### config.mk
export PLATFORM = sky130hd
export DESIGN_NAME = uart_flags_core
export DESIGN_NICKNAME = d
export VERILOG_FILES = /design/src/baud_tick_gen.v /design/src/uart_flags_core.v
export VERILOG_INCLUDE_DIRS = /design/src
export SDC_FILE = /design/constraint.sdc
export NUM_CORES = 1
export LEC_CHECK = 0
export ABC_AREA = 1
export BUFFER_PORTS_ARGS = -buffer_cell sky130_fd_sc_hd__buf_2
export CAP_MARGIN = 20
export CORE_MARGIN = 3
export CORE_UTILIZATION = 62
export DETAILED_ROUTE_END_ITERATION = 16
export HOLD_SLACK_MARGIN = 0.15
export PLACE_DENSITY_LB_ADDON = 0.1
export SKIP_CTS_REPAIR_TIMING = 1
export SLEW_MARGIN = 30
export SYNTH_ARGS = -nofsm -noshare
export SYNTH_HDL_FRONTEND = slang
export SYNTH_SLANG_ARGS = --single-unit
### constraint.sdc
create_clock -name clock -period 3.15 [get_ports clock]
set_input_delay 0.63 -clock clock [delete_from_list [all_inputs] [get_ports clock]]
set_output_delay 0.63 -clock clock [all_outputs]
set_load 0.02 [all_outputs]
### src/uart_flags_regs.vh
`ifndef UART_FLAGS_REGS_VH
`define UART_FLAGS_REGS_VH

// Register byte offsets
`define OFS_FLAG_STATUS 8'h18
`define OFS_DIV_INT 8'h24
`define OFS_DIV_FRAC 8'h28
`define OFS_LINE_CTRL 8'h2c
`define OFS_DATA 8'h00
`define OFS_IRQ_STATUS 8'h40
`define OFS_IRQ_MASK 8'h44

// Flag register bit positions
`define FLAG_TX_EMPTY 7
`define FLAG_RX_FULL 6
`define FLAG_TX_FULL 5
`define FLAG_RX_EMPTY 4
`define FLAG_BUSY 3

// Line control fields
`define LCR_QUEUE_MODE 4
`define LCR_TWO_STOP 3
`define LCR_WIDTH 8

// Field widths and reset values
`define DIV_INT_WIDTH 16
`define DIV_FRAC_WIDTH 6
`define DIV_INT_RESET 16'h0000
`define DIV_FRAC_RESET 6'h00
`define LCR_RESET 8'h00

// Interrupt status bits
`define IRQ_TX_EMPTY 0
`define IRQ_RX_AVAIL 1
`define IRQ_TX_DONE 2
`define IRQ_WIDTH 3

// Sampling ticks per bit
`define TICKS_PER_BIT 16

`endif

### src/baud_tick_gen.v
`include "uart_flags_regs.vh"

// Fractional baud generator: one tick per (int + frac/64) clocks
module baud_tick_gen
(
  // System
  input wire clock,
  input wire reset_n,
  // Active divisor
  input wire [15:0] integer_divide_value,
  input wire [5:0] fractional_divide_value,
  // Tick out
  output reg tick
);

  reg [15:0] count_r;
  reg [6:0] fracAcc_r;
  wire [15:0] divEff;
  wire [6:0] fracSum;

  // Zero divisor behaves as divide by one
  assign divEff = (integer_divide_value == 16'h0000) ? 16'h0001 : integer_divide_value;
  assign fracSum = {1'b0, fracAcc_r[5:0]} + {1'b0, fractional_divide_value};

  always @(posedge clock or negedge reset_n)
  begin
    if (!reset_n)
    begin
      count_r <= 16'h0000;
      fracAcc_r <= 7'h00;
      tick <= 1'b0;
    end
    else
    begin
      tick <= 1'b0;
      if (count_r == 16'h0000)
      begin
        // Carry out of the fraction stretches this period by one clock
        tick <= 1'b1;
        fracAcc_r <= {1'b0, fracSum[5:0]};
        count_r <= fracSum[6] ? divEff : divEff - 16'h0001;
      end
      else
      begin
        count_r <= count_r - 16'h0001;
      end
    end
  end

endmodule

### src/uart_flags_core.v
// Implementation choice: the Wishbone interface to the registers.
`include "uart_flags_regs.vh"

// What this block does
// Reset clears full and busy, sets empties
// Bit 7 flags transmit queue empty
// Bit 6 flags receive queue full
// Bit 5 flags transmit queue full
// Bit 4 flags receive queue empty
// Busy holds until last stop bit sent
// Busy rises on queue non-empty, enable ignored
// 16-bit integer divisor, zero means one
// New divisor waits for character end
// 6-bit fraction, reset zero, upper reserved
// Line control write commits the divisors
// Software writes line control after divisor change
// Reserved bits read zero, writes ignored
// Queue mode bit selects queue or single
// Bit rate is clock over 16 times divisor
module uart_flags_core
#(
  parameter DEPTH = 16,
  parameter AW = 4
)
(
  // System
  input wire clock,
  input wire reset_n,
  // Wishbone slave
  input wire wb_cyc_i,
  input wire wb_stb_i,
  input wire wb_we_i,
  input wire [7:0] wb_adr_i,
  input wire [3:0] wb_sel_i,
  input wire [31:0] wb_dat_i,
  output reg [31:0] wb_dat_o,
  output reg wb_ack_o,
  // Serial line
  input wire rxIn,
  output reg txOut,
  // Interrupt
  output reg irq
);

  localparam ST_IDLE = 4'b0001;
  localparam ST_START = 4'b0010;
  localparam ST_DATA = 4'b0100;
  localparam ST_STOP = 4'b1000;

  // =========================================================
  // Registers
  // =========================================================
  reg [15:0] divIntShadow_r;
  reg [5:0] divFracShadow_r;
  reg [15:0] divIntPend_r;
  reg [5:0] divFracPend_r;
  reg [15:0] divIntAct_r;
  reg [5:0] divFracAct_r;
  reg pend_r;
  reg [7:0] lineCtrl_r;
  reg [`IRQ_WIDTH-1:0] irqStat_r;
  reg [`IRQ_WIDTH-1:0] irqMask_r;
  reg [`IRQ_WIDTH-1:0] irqStat_nxt;

  reg [7:0] txMem [0:DEPTH-1];
  reg [7:0] rxMem [0:DEPTH-1];
  reg [AW:0] txCnt_r;
  reg [AW:0] rxCnt_r;
  reg [AW-1:0] txWr_r;
  reg [AW-1:0] txRd_r;
  reg [AW-1:0] rxWr_r;
  reg [AW-1:0] rxRd_r;

  reg [3:0] txState_r;
  reg [3:0] txTick_r;
  reg [3:0] txBit_r;
  reg [7:0] txShift_r;
  reg [3:0] rxState_r;
  reg [3:0] rxTick_r;
  reg [3:0] rxBit_r;
  reg [7:0] rxShift_r;

  wire tick;
  wire access;
  wire wrAcc;
  wire rdAcc;
  wire queueMode;
  wire [AW:0] capacity;
  wire txEmpty;
  wire txFull;
  wire rxEmpty;
  wire rxFull;
  wire busy;
  wire txPush;
  wire txPop;
  wire rxPush;
  wire rxPop;
  wire txLineIdle;
  wire rxLineIdle;
  wire [7:0] flags;
  reg [31:0] rdData;

  function wr_hit;
    input [7:0] ofs;
    begin
      wr_hit = wrAcc && (wb_adr_i == ofs);
    end
  endfunction

  assign access = wb_cyc_i && wb_stb_i && !wb_ack_o;
  assign wrAcc = access && wb_we_i && wb_sel_i[0];
  assign rdAcc = access && !wb_we_i;
  assign queueMode = lineCtrl_r[`LCR_QUEUE_MODE];
  assign capacity = queueMode ? DEPTH[AW:0] : {{AW{1'b0}}, 1'b1};

  // =========================================================
  // Flags
  // =========================================================
  assign txEmpty = (txCnt_r == {(AW+1){1'b0}});
  assign txFull = (txCnt_r >= capacity);
  assign rxEmpty = (rxCnt_r == {(AW+1){1'b0}});
  assign rxFull = (rxCnt_r >= capacity);
  // Queued data counts as busy before the shifter starts
  assign busy = !txEmpty || (txState_r != ST_IDLE);
  assign flags = {txEmpty, rxFull, txFull, rxEmpty, busy, 3'b000};

  // =========================================================
  // Queues
  // =========================================================
  assign txPush = wr_hit(`OFS_DATA) && !txFull;
  assign txPop = (txState_r == ST_IDLE) && !txEmpty && tick;
  assign rxPop = rdAcc && (wb_adr_i == `OFS_DATA) && !rxEmpty;
  assign rxPush = (rxState_r == ST_STOP) && tick && (rxTick_r == 4'h7) && !rxFull;

  always @(posedge clock or negedge reset_n)
  begin
    if (!reset_n)
    begin
      txCnt_r <= {(AW+1){1'b0}};
      rxCnt_r <= {(AW+1){1'b0}};
      txWr_r <= {AW{1'b0}};
      txRd_r <= {AW{1'b0}};
      rxWr_r <= {AW{1'b0}};
      rxRd_r <= {AW{1'b0}};
    end
    else
    begin
      if (txPush)
        txWr_r <= queueMode ? txWr_r + 1'b1 : {AW{1'b0}};
      if (txPop)
        txRd_r <= queueMode ? txRd_r + 1'b1 : {AW{1'b0}};
      txCnt_r <= txCnt_r + {{AW{1'b0}}, txPush} - {{AW{1'b0}}, txPop};
      if (rxPush)
        rxWr_r <= queueMode ? rxWr_r + 1'b1 : {AW{1'b0}};
      if (rxPop)
        rxRd_r <= queueMode ? rxRd_r + 1'b1 : {AW{1'b0}};
      rxCnt_r <= rxCnt_r + {{AW{1'b0}}, rxPush} - {{AW{1'b0}}, rxPop};
    end
  end

  always @(posedge clock)
  begin
    if (txPush)
      txMem[txWr_r] <= wb_dat_i[7:0];
    if (rxPush)
      rxMem[rxWr_r] <= rxShift_r;
  end

  // =========================================================
  // Divisor commit
  // =========================================================
  assign txLineIdle = (txState_r == ST_IDLE);
  assign rxLineIdle = (rxState_r == ST_IDLE);

  always @(posedge clock or negedge reset_n)
  begin
    if (!reset_n)
    begin
      divIntShadow_r <= `DIV_INT_RESET;
      divFracShadow_r <= `DIV_FRAC_RESET;
      divIntPend_r <= `DIV_INT_RESET;
      divFracPend_r <= `DIV_FRAC_RESET;
      divIntAct_r <= `DIV_INT_RESET;
      divFracAct_r <= `DIV_FRAC_RESET;
      pend_r <= 1'b0;
      lineCtrl_r <= `LCR_RESET;
    end
    else
    begin
      if (wrAcc && wb_adr_i == `OFS_DIV_INT)
      begin
        divIntShadow_r[7:0] <= wb_dat_i[7:0];
        if (wb_sel_i[1])
          divIntShadow_r[15:8] <= wb_dat_i[15:8];
      end
      if (wr_hit(`OFS_DIV_FRAC))
        divFracShadow_r <= wb_dat_i[5:0];
      if (wr_hit(`OFS_LINE_CTRL))
      begin
        lineCtrl_r <= wb_dat_i[7:0];
        // Shadows reach the generator only through this strobe
        divIntPend_r <= divIntShadow_r;
        divFracPend_r <= divFracShadow_r;
        pend_r <= 1'b1;
      end
      else if (pend_r && txLineIdle && rxLineIdle)
      begin
        // Applied only between characters to avoid a torn bit period
        divIntAct_r <= divIntPend_r;
        divFracAct_r <= divFracPend_r;
        pend_r <= 1'b0;
      end
    end
  end

  baud_tick_gen u_baud
  (
    .clock(clock),
    .reset_n(reset_n),
    .integer_divide_value(divIntAct_r),
    .fractional_divide_value(divFracAct_r),
    .tick(tick)
  );

  // =========================================================
  // Transmitter (8N1, optional second stop bit)
  // =========================================================
  always @(posedge clock or negedge reset_n)
  begin
    if (!reset_n)
    begin
      txState_r <= ST_IDLE;
      txTick_r <= 4'h0;
      txBit_r <= 4'h0;
      txShift_r <= 8'h00;
      txOut <= 1'b1;
    end
    else if (tick)
    begin
      case (txState_r)
        ST_IDLE:
        begin
          txOut <= 1'b1;
          if (!txEmpty)
          begin
            txShift_r <= txMem[txRd_r];
            txState_r <= ST_START;
            txTick_r <= 4'h0;
            txOut <= 1'b0;
          end
        end
        ST_START:
        begin
          txTick_r <= txTick_r + 4'h1;
          if (txTick_r == 4'hf)
          begin
            txState_r <= ST_DATA;
            txBit_r <= 4'h0;
            txOut <= txShift_r[0];
          end
        end
        ST_DATA:
        begin
          txTick_r <= txTick_r + 4'h1;
          if (txTick_r == 4'hf)
          begin
            txShift_r <= {1'b0, txShift_r[7:1]};
            txBit_r <= txBit_r + 4'h1;
            txOut <= (txBit_r == 4'h7) ? 1'b1 : txShift_r[1];
            if (txBit_r == 4'h7)
            begin
              txState_r <= ST_STOP;
              txBit_r <= lineCtrl_r[`LCR_TWO_STOP] ? 4'h1 : 4'h0;
            end
          end
        end
        ST_STOP:
        begin
          txTick_r <= txTick_r + 4'h1;
          if (txTick_r == 4'hf)
          begin
            // Busy only drops once every stop bit is out
            if (txBit_r == 4'h0)
              txState_r <= ST_IDLE;
            else
              txBit_r <= txBit_r - 4'h1;
          end
        end
        default:
          txState_r <= ST_IDLE;
      endcase
    end
  end

  // =========================================================
  // Receiver (mid-bit sampling)
  // =========================================================
  always @(posedge clock or negedge reset_n)
  begin
    if (!reset_n)
    begin
      rxState_r <= ST_IDLE;
      rxTick_r <= 4'h0;
      rxBit_r <= 4'h0;
      rxShift_r <= 8'h00;
    end
    else if (tick)
    begin
      rxTick_r <= rxTick_r + 4'h1;
      case (rxState_r)
        ST_IDLE:
        begin
          rxTick_r <= 4'h0;
          if (!rxIn)
            rxState_r <= ST_START;
        end
        ST_START:
        begin
          if (rxTick_r == 4'h7)
          begin
            rxTick_r <= 4'h0;
            rxBit_r <= 4'h0;
            rxState_r <= rxIn ? ST_IDLE : ST_DATA;
          end
        end
        ST_DATA:
        begin
          if (rxTick_r == 4'hf)
          begin
            rxShift_r <= {rxIn, rxShift_r[7:1]};
            rxBit_r <= rxBit_r + 4'h1;
            if (rxBit_r == 4'h7)
              rxState_r <= ST_STOP;
          end
        end
        ST_STOP:
        begin
          // Overrun: character dropped when queue full
          if (rxTick_r == 4'h7)
            rxState_r <= ST_IDLE;
        end
        default:
          rxState_r <= ST_IDLE;
      endcase
    end
  end

  // =========================================================
  // Interrupts and bus answer
  // =========================================================
  always @*
  begin
    irqStat_nxt = irqStat_r;
    if (wr_hit(`OFS_IRQ_STATUS))
      irqStat_nxt = irqStat_nxt & ~wb_dat_i[`IRQ_WIDTH-1:0];
    // Set wins over a simultaneous clear
    if (txPop && txCnt_r == {{AW{1'b0}}, 1'b1})
      irqStat_nxt[`IRQ_TX_EMPTY] = 1'b1;
    if (rxPush)
      irqStat_nxt[`IRQ_RX_AVAIL] = 1'b1;
    if (tick && txState_r == ST_STOP && txTick_r == 4'hf && txBit_r == 4'h0)
      irqStat_nxt[`IRQ_TX_DONE] = 1'b1;
  end

  always @*
  begin
    case (wb_adr_i)
      `OFS_DATA: rdData = {24'h000000, rxMem[rxRd_r]};
      `OFS_FLAG_STATUS: rdData = {24'h000000, flags};
      `OFS_DIV_INT: rdData = {16'h0000, divIntShadow_r};
      `OFS_DIV_FRAC: rdData = {26'h0, divFracShadow_r};
      `OFS_LINE_CTRL: rdData = {24'h000000, lineCtrl_r};
      `OFS_IRQ_STATUS: rdData = {29'h0, irqStat_r};
      `OFS_IRQ_MASK: rdData = {29'h0, irqMask_r};
      default: rdData = 32'h00000000;
    endcase
  end

  always @(posedge clock or negedge reset_n)
  begin
    if (!reset_n)
    begin
      irqStat_r <= {`IRQ_WIDTH{1'b0}};
      irqMask_r <= {`IRQ_WIDTH{1'b0}};
      irq <= 1'b0;
      wb_ack_o <= 1'b0;
      wb_dat_o <= 32'h00000000;
    end
    else
    begin
      irqStat_r <= irqStat_nxt;
      if (wr_hit(`OFS_IRQ_MASK))
        irqMask_r <= wb_dat_i[`IRQ_WIDTH-1:0];
      irq <= |(irqStat_nxt & irqMask_r);
      wb_ack_o <= access;
      wb_dat_o <= rdAcc ? rdData : 32'h00000000;
    end
  end

endmodule

After elaboration in Yosys (flattened, before gate mapping) --
Memory sizes are Yosys's and may differ from the RTL's. Cells that the tools add are included.
Cells by class: mux-type cells 57, add/sub/neg operators 16, bitwise logic cells 4, order comparisons 2, reduce and logical (&&, ||, !) cells 56, equal/unequal tests 33
Operators by type and width (number):
- $pmux 16 s7 | 1
- $mux 4 | 24
- $mux 16 | 3
- $add 4x1->4 const B | 8
- $logic_not 16->1 | 2
- $mux 32 | 1
- $pmux 4 s4 | 2
- $sub 16x1->16 const B | 2
- $logic_and 1x1->1 | 25
- $eq 8x6->1 const B | 3
- $pmux 4 s2 | 3
- $ne 2x2->1 const B | 11
- $eq 4x3->1 const B | 5
- $eq 4x4->1 const B | 4
- $eq 8x7->1 const B | 2
- $mux 8 | 2
- $pmux 8 s2 | 1
- $mux 1 | 15
- $pmux 4 s3 | 1
- $reduce_and 4->1 | 3
- $reduce_and 6->1 | 2
- $add 5x1->5 | 2
- $ge 5x5->1 | 2
- $logic_not 5->1 | 2
- other kinds (25) | 42
Word-level totals: input bits 50, flip-flop bits (word level) 205, memories 2, word-level logic and storage cells 202, memory bits (writable) 256, output and inout port bits 35
Memories:
- rxMem | words 16, width 8, rd ports 1, clocked after memory_dff 0, write ports 1, line uart_flags_core.v:66 | reg [7:0] rxMem [0:DEPTH-1];
- txMem | words 16, width 8, rd ports 1, clocked after memory_dff 0, write ports 1, line uart_flags_core.v:65 | reg [7:0] txMem [0:DEPTH-1];

Logic depth before layout (Yosys ltp) --
Gate-level depths: netlist of run 1.
word-level depth 9, depth in mapped cells 16, mapped depth without buffers 15

Modules after synthesis --
Synthesis of run 1 repeated with hierarchy kept, for this count alone.
Second synthesis, totals: cell total of the unflattened synthesis 2156, area total of the unflattened synthesis 20478.4 um^2
Modules (own cells, without submodules):
- uart_flags_core | instances 1, area each 18461.5 um^2, cells an instance 1865, seq. area each 11845.1 um^2
- baud_tick_gen | instances 1, area each 2016.9 um^2, cells an instance 291, seq. area each 575.6 um^2

Worst setup path after synthesis of run 1 --
Ideal clock, no wire load.
path type input port to flip-flop, start point in wb_adr_i[2], end point reg txCnt_r[4], library setup time 79 ps, cell stages on the path 14, data arrival time 2779 ps, setup slack 292 ps, required time 3071 ps, buffers on the path 2, cell sequence buf_2 -> inv_2 -> nand3_1 -> nor2_2 -> buf_4 -> nand4_1 -> ha_1 -> inv_1 -> ha_1 -> fa_1 -> a21oi_1 -> nor2_1 -> nor2_1 -> xor2_1
On the way: word-level cells in the longest chain between the ends 5
RTL lines:
- from (decl) | line uart_flags_core.v:33 | input wire [7:0] wb_adr_i,
- $logic_not 8->1 | line uart_flags_core.v:106 | wr_hit = wrAcc && (wb_adr_i == ofs);
- $logic_and 1x1->1 | line uart_flags_core.v:106
- $logic_and 1x1->1 | line uart_flags_core.v:130 | assign txPush = wr_hit(`OFS_DATA) && !txFull;
- $add 5x1->5 | line uart_flags_core.v:152 | txCnt_r <= txCnt_r + {{AW{1'b0}}, txPush} - {{AW{1'b0}}, txPop};
- $sub 5x1->5 | line uart_flags_core.v:152
- to (signal assigned) | line uart_flags_core.v:139 | txCnt_r <= {(AW+1){1'b0}};
- to (signal assigned) | line uart_flags_core.v:152
- to (decl) | line uart_flags_core.v:67 | reg [AW:0] txCnt_r;
No other way between the ends. A chain may end at the register's enable or synchronous reset.

Final worst setup path of run 1 --
start point reg txCnt_r[2], end point reg txCnt_r[4]
On the way: word-level cells in the longest chain between the ends 5, elaborated cells on any way between the ends 9, those cells by class add/sub (2); order compare (1); reduce/logical (6)
RTL lines:
- $logic_not 5->1 | line uart_flags_core.v:119 | assign txEmpty = (txCnt_r == {(AW+1){1'b0}});
- $logic_not 1->1
- $logic_and 1x1->1 (2 in a row) | line uart_flags_core.v:131 | assign txPop = (txState_r == ST_IDLE) && !txEmpty && tick;
- net txPop | line uart_flags_core.v:95 | wire txPop;
- $sub 5x1->5 | line uart_flags_core.v:152
The timed path passes the listed nets, and every way through them passes these cells.

==> results of run 1 <==
flip-flops by register name, indices dropped and copies added, names as in the netlist, 6 cells and up:
register / cells
txMem: 128
txShift_r: 8
u_baud.fracAcc_r: 6
divFracAct_r: 6
u_baud.count_r: 16
divIntAct_r: 16
divIntPend_r: 16
divFracPend_r: 6
rxMem: 128
lineCtrl_r: 8
divIntShadow_r: 16
wb_dat_o: 16
divFracShadow_r: 6
rxShift_r: 8
logic make-up after synthesis:
family / Yosys count / share of synthesized area (%)
flip-flops: 445 / 61.5
AO/OA/AOI/OAI: 361 / 10.1
AND/OR/NAND/NOR: 879 / 18.6
XOR/XNOR: 30 / 1.30
buffers and inverters: 255 / 5.54
adder cells (fa/ha/maj): 46 / 2.96
multiplexers: 1 / 0.0496
other: 1 / 0.0186
final timing paths:
kind | start | endpoint | slack [ns] | cells past startpoint
min in group asynchronous | reset_n | u_baud.count_r[13] | 0.64 | 2
setup reg to reg | txCnt_r[2] | txCnt_r[4] | 0.38 | 15
hold reg to reg | wb_ack_o | wb_ack_o | 0.46 | 1
max in group asynchronous | reset_n | rxState_r[0] | 1.77 | 3
setup / recovery | txCnt_r[2] | txCnt_r[4] | 0.38 | 15
hold / removal | wb_stb_i | wb_ack_o | 0.33 | 3
synthesized netlist by cell type, types with 2 or more instances:
master    count
nand2_1     373
nor2_1      287
edfxtp_1    256
dfrtp_1     186
o21ai_0     186
inv_1       156
nand3_1     125
a21oi_1      79
o211ai_1     48
ha_1         43
clkbuf_1     32
nor3_1       28
buf_2        26
nand2_2      22
xor2_1       22
buf_4        20
o21ai_2      19
o21ai_1      14
nand4_1      12
nor2_2       10
xnor2_1       8
inv_2         7
clkinv_1      5
nor2_4        5
a31oi_1       4
buf_1         4
o31ai_1       4
buf_6         3
dfstp_2       3
fa_1          3
nand3b_1      3
buf_12        2
nor2_8        2
nor3_2        2
o22ai_1       2
or2_2         2
metrics by stage:
stage	hold WS, ns	utilization (%)	power (mW)
3_3_place_gp	0.439	66.2	7.00
6_report	0.331	70.7	12.0
2_1_floorplan	0.334	-	6.81
5_1_grt	0.323	70.7	12.4
4_1_cts	0.0842	70.6	12.1
3_5_place_dp	0.450	66.2	7.03
layout by cell type, fill, tap and decap left out, types with 3 or more instances in the layout:
| master | synthesis | routed |
|---|---|---|
| fa_1 | 3 | 3 |
| nand4_1 | 12 | 12 |
| o31ai_1 | 4 | 4 |
| nand2_2 | 22 | 22 |
| o211ai_1 | 48 | 48 |
| ha_1 | 43 | 43 |
| inv_1 | 156 | 156 |
| xor2_1 | 22 | 22 |
| conb_1 | 1 | 16 |
| clkinv_1 | 5 | 12 |
| edfxtp_1 | 256 | 256 |
| nor3_1 | 28 | 28 |
| nor2_4 | 5 | 5 |
| nand2_1 | 373 | 373 |
| buf_4 | 20 | 58 |
| a21oi_1 | 79 | 79 |
| clkinv_2 | 0 | 11 |
| o21ai_2 | 19 | 19 |
| o21ai_1 | 14 | 14 |
| xnor2_1 | 8 | 8 |
| nand3_1 | 125 | 125 |
| clkbuf_16 | 0 | 47 |
| inv_2 | 7 | 7 |
| nor2_2 | 10 | 10 |
| a31oi_1 | 4 | 4 |
| o21ai_0 | 186 | 186 |
| nor2_1 | 287 | 287 |
| buf_2 | 26 | 49 |
| dfstp_2 | 3 | 3 |
| nand3b_1 | 3 | 3 |
| clkbuf_1 | 32 | 11 |
| dfrtp_1 | 186 | 185 |
cell type report:
type                    count  area share (%)
flip-flops and latches    445            55.3
repair buffers            111            3.31
clock inverters            24           0.780
multi-input cells        1333            29.9
well taps                 435            2.42
clock buffers              59            5.48
inverters                 168            2.81
report_power, final:
| part | internal [mW] | leakage (nW) | switching [mW] |
|---|---|---|---|
| clock network | 2.92 | 0.695 | 2.16 |
| logic | 0.199 | 4.12 | 0.399 |
| registers | 6.24 | 4.46 | 0.0825 |
critical path, cell delays in order, from the launching register on:
cell,delay (ns)
dfrtp_1,0.38
inv_1,0.13
ha_1,0.19
nand2_1,0.06
nor2_1,0.13
nand2_1,0.10
nand3_1,0.19
clkinv_1,0.12
ha_1,0.28
inv_1,0.04
ha_1,0.20
fa_1,0.41
a21oi_1,0.16
nor2_1,0.05
nor2_1,0.11
xor2_1,0.14
metal layers:
metal  share of wire, %  wire length (um)  global-route usage [%]
met2                 48             21200                    40.9
met4                3.1              1380                    8.72
met5                  0                 0                       0
met1                 43             19100                    35.9
met3                6.4              2860                    3.95
==> impl_metrics.env, run 1 <==
export IMPL_status="finished clean"
export IMPL_final_layout_size_suffix_gt1_share_pct=11.8
export IMPL_hold_viol=0
export IMPL_vias=14400
export IMPL_io_pins=85
export IMPL_fillers=2337
export IMPL_fin_skew_ns=0.0206
export IMPL_h_tree_depth=2
export IMPL_synth_ff_type="edfxtp_1"
export IMPL_fmaxAchievable_ghz=0.361
export IMPL_final_cells=2575
export IMPL_clock_sinks=445
export IMPL_yosysSeqAreaShare_pct=61.5
export IMPL_die_y_um=187
export IMPL_cap_violations=0
export IMPL_portBuffers=50
export IMPL_ant_nets=0
export IMPL_rows=65
export IMPL_grt_use_total_pct=25.4
export IMPL_viasPerCell=5.60
export IMPL_area_growth_pct=11.2
export IMPL_cp_end_kind="flip-flop"
export IMPL_overflow=0
export IMPL_die_x_um=187
export IMPL_regArea_um2=12400
export IMPL_cellLeakagePower_nw=9.27
export IMPL_diodes=0
export IMPL_ys_types=51
export IMPL_cts_buffer_depth=3
export IMPL_die_area_um2=34800
export IMPL_synth_area_leader_cell="edfxtp_1"
export IMPL_gp_congestion=0.866
export IMPL_grt_setup_unrepaired="false"
export IMPL_clk_latency_ns=0.55
export IMPL_ys_ff_latch=445
export IMPL_wire_per_inst_um=17.3
export IMPL_fin_nets=2201
export IMPL_setup_violations=0
export IMPL_cp_start_kind="flip-flop"
export IMPL_dp_hpwl_um=29600
export IMPL_grt_pass1_vias=13800
export IMPL_arrival_ns=3.24
export IMPL_drt_wl_total_um=44500
export IMPL_design_core_area_um2=31800
export IMPL_final_setup_tns_ns=0
export IMPL_grt_pass1_wl_um=71800
export IMPL_min_period_over_period_pct=87.9
export IMPL_yosys_warnings=0
export IMPL_yosys_area_top_type_share_pct=38.1
export IMPL_syn_area_per_cell_um2=10.0
export IMPL_syn_instance_count=2018
export IMPL_synth_edf_count=256
export IMPL_synth_area_leaders="edfxtp_1 (38%), dfrtp_1 (23%), nand2_1 (6.9%), nor2_1 (5.3%), o21ai_0 (4.6%)"
export IMPL_fin_ws_ns=0.383
export IMPL_relSlewSlack_pct=53.1
export IMPL_crit_fanout=4
export IMPL_multi_input_area_um2=6720
export IMPL_critPathRequiredTime_ns=3.62
export IMPL_synthesis_area_um2=20200
export IMPL_drt_iter0_markers=1199
export IMPL_post_route_min_period_ns=2.77
export IMPL_initial_core_util_pct=63.5
export IMPL_grt_max_degree=68
export IMPL_place_inst=2491
export IMPL_grt_antenna_before_repair=0
export IMPL_worst_pin_slew_ns=0.704
export IMPL_clock_root_buffer="clkbuf_16"
export IMPL_slew_violations=0
export IMPL_clk_pin_slew_worst_paths_ns=0.06
export IMPL_async_flop_share_pct=42.5
export IMPL_dp_slack_ns=0.137
export IMPL_vdd_drop_max_uv=547
export IMPL_p_per_area_nw_per_um2=534
export IMPL_firstDrtPassIters=5
export IMPL_final_area_um2=22500
export IMPL_cts_made_buffers=46
export IMPL_crit_type="reg2reg"
export IMPL_hold_class="in2reg"
export IMPL_cts_tree="built"
export IMPL_drc=0
export IMPL_dpl_cell_area_um2=21100
No activity file was read; power rests on OpenSTA's default activity.
==> run 2: changes to the inputs <==
--- a/config.mk
+++ b/config.mk
@@ -10,7 +10,8 @@
 export BUFFER_PORTS_ARGS = -buffer_cell sky130_fd_sc_hd__buf_2
 export CAP_MARGIN = 20
 export CORE_MARGIN = 3
-export CORE_UTILIZATION = 62
+export CORE_UTILIZATION = 64
+export CTS_BUF_LIST = sky130_fd_sc_hd__clkbuf_8
 export DETAILED_ROUTE_END_ITERATION = 16
 export HOLD_SLACK_MARGIN = 0.15
 export PLACE_DENSITY_LB_ADDON = 0.1
==> run 2 against run 1 <==
Compared with the run above: non-clock buffer count grew 2; clock skew grew 0.013 ns; final cell count grew 0.50%; worst hold slack lost 0.057 ns; core utilization grew 2.0 points; clock-buffer cell count grew 23; first-iteration DRC count grew 4.1%; highest routed layer unchanged.
==> impl_metrics.env, run 2 (same netlist as run 1, synthesis figures left out) <==
export IMPL_status="finished clean"
export IMPL_cellLeakagePower_nw=9.41
export IMPL_die_x_um=184
export IMPL_viasPerCell=5.64
export IMPL_die_y_um=184
export IMPL_clk_latency_ns=0.60
export IMPL_vias=14600
export IMPL_drt_wl_total_um=44500
export IMPL_clk_pin_slew_worst_paths_ns=0.06
export IMPL_drt_iter0_markers=1248
export IMPL_p_per_area_nw_per_um2=518
export IMPL_dp_hpwl_um=29200
export IMPL_regToRegEndpoint="txCnt_r[4]"
export IMPL_grt_use_total_pct=27.0
export IMPL_reg_top3="rxMem: 128 flops, txMem: 128 flops"
export IMPL_io_pins=85
export IMPL_cts_buffer_depth=3
export IMPL_cp_start_kind="flip-flop"
export IMPL_final_setup_tns_ns=0
export IMPL_reg2reg_from="lineCtrl_r[4]"
export IMPL_grt_pass1_wl_um=71900
export IMPL_drc=0
export IMPL_holdPathEnd="wb_ack_o"
export IMPL_rr_worst_depth=14
export IMPL_clock_root_buffer="clkbuf_8"
export IMPL_clock_sinks=445
export IMPL_design_core_area_um2=30800
export IMPL_fillers=2188
export IMPL_cap_violations=0
export IMPL_worst_pin_slew_ns=0.715
export IMPL_cp_common_cell="ha_1"
export IMPL_crit_path_max_incr_delay_ns=0.41
export IMPL_fin_nets=2230
export IMPL_final_common_cell="nand2_1"
export IMPL_fmaxAchievable_ghz=0.355
export IMPL_worst_path_buf_inv=2
export IMPL_slew_violations=0
export IMPL_final_area_um2=22400
export IMPL_cts_tree="built"
export IMPL_die_area_um2=33700
export IMPL_worst_path_stages=14
export IMPL_fin_skew_ns=0.0336
export IMPL_diodes=0
export IMPL_grt_setup_unrepaired="false"
export IMPL_ant_nets=0
export IMPL_dpl_cell_area_um2=21000
export IMPL_initial_core_util_pct=65.5
export IMPL_arrival_ns=3.33
export IMPL_crit_slowest_cell="fa_1"
export IMPL_path_cells="inv_1 > ha_1 > nand3_1 > nand4_1 > nand2_1 > nand4_1 > ha_1 > inv_1 > ha_1 > fa_1 > a21oi_1 > nor2_1 > nor2_1 > xor2_1"
export IMPL_cp_end_kind="flip-flop"
export IMPL_setup_violations=0
export IMPL_holdPathStages=3
export IMPL_grt_pass1_vias=14300
export IMPL_area_growth_pct=10.9
export IMPL_critPathRequiredTime_ns=3.67
export IMPL_final_layout_size_suffix_gt1_share_pct=12.8
export IMPL_hp_start="wb_stb_i"
export IMPL_post_route_min_period_ns=2.82
export IMPL_firstDrtPassIters=5
export IMPL_gp_congestion=0.874
export IMPL_hold_class="in2reg"
export IMPL_rows=64
export IMPL_h_tree_depth=3
export IMPL_crit_fanout=7
export IMPL_wire_per_inst_um=17.2
export IMPL_crit_type="reg2reg"
export IMPL_reg2reg_slack_ns=0.33
export IMPL_relSlewSlack_pct=52.3
export IMPL_overflow=0
export IMPL_grt_antenna_before_repair=0
export IMPL_portBuffers=50
export IMPL_vdd_drop_max_uv=545
export IMPL_grt_max_degree=80
export IMPL_cts_made_buffers=73
export IMPL_path_delay_family="adder cells"
export IMPL_min_period_over_period_pct=89.4
export IMPL_hold_viol=0
export IMPL_layout_common_cells="nand2_1 (373), nor2_1 (287), edfxtp_1 (256)"
## run 2: per-stage QoR
step           hold slack (ns)  total power, mW  worst slack, ns  cells  utilization (%)
6_report                 0.274             11.6            0.333   2588             72.7
5_1_grt                  0.266             12.1            0.157   2588             72.7
4_1_cts                 0.0858             11.7            0.345   2587             72.7
3_5_place_dp             0.444             7.02            0.168   2454             68.2
3_3_place_gp             0.429             6.99            0.193   2454             68.2
2_1_floorplan            0.334             6.81            0.292   2033                -
## run 2: cell type report
cell class	count	area (um^2)	area share, %
Timing Repair Buffer	113	759	3.39
Inverter	168	631	2.81
Multi-Input combinational cell	1333	6720	30.0
Sequential cell	445	12400	55.4
Tap cell	396	495	2.21
Clock buffer	82	1130	5.04
Clock inverter	51	251	1.12
## run 2: tightest hold or removal path: cells and delay by family
family	cells	cell delay [ns]
buffers and inverters	1	0.09
AND/OR/NAND/NOR	2	0.10
## run 2: how the worst max path moves through the flow
stage	startpoint	endpoint	slack, ns
CTS	lineCtrl_r[4]	txCnt_r[4]	0.35
global route	lineCtrl_r[4]	txCnt_r[4]	0.16
global placement	wb_adr_i[1]	txCnt_r[4]	0.19
finish	lineCtrl_r[4]	txCnt_r[4]	0.33
detailed placement	wb_adr_i[1]	txCnt_r[4]	0.17
floorplan	wb_adr_i[2]	txCnt_r[4]	0.29
## run 2: layer usage
layer | GRT usage, % | part of all wire (%)
met5 | 0 | 0
met4 | 9.17 | 2.4
met3 | 5.03 | 6.8
met2 | 43.7 | 48
met1 | 37.3 | 43
## run 2: where the power goes
part	switching [mW]	internal [mW]	leakage, nW
Sequential	0.0839	6.24	4.46
Clock	2.22	2.48	0.824
Combinational	0.386	0.199	4.13
Total	2.69	8.92	9.41
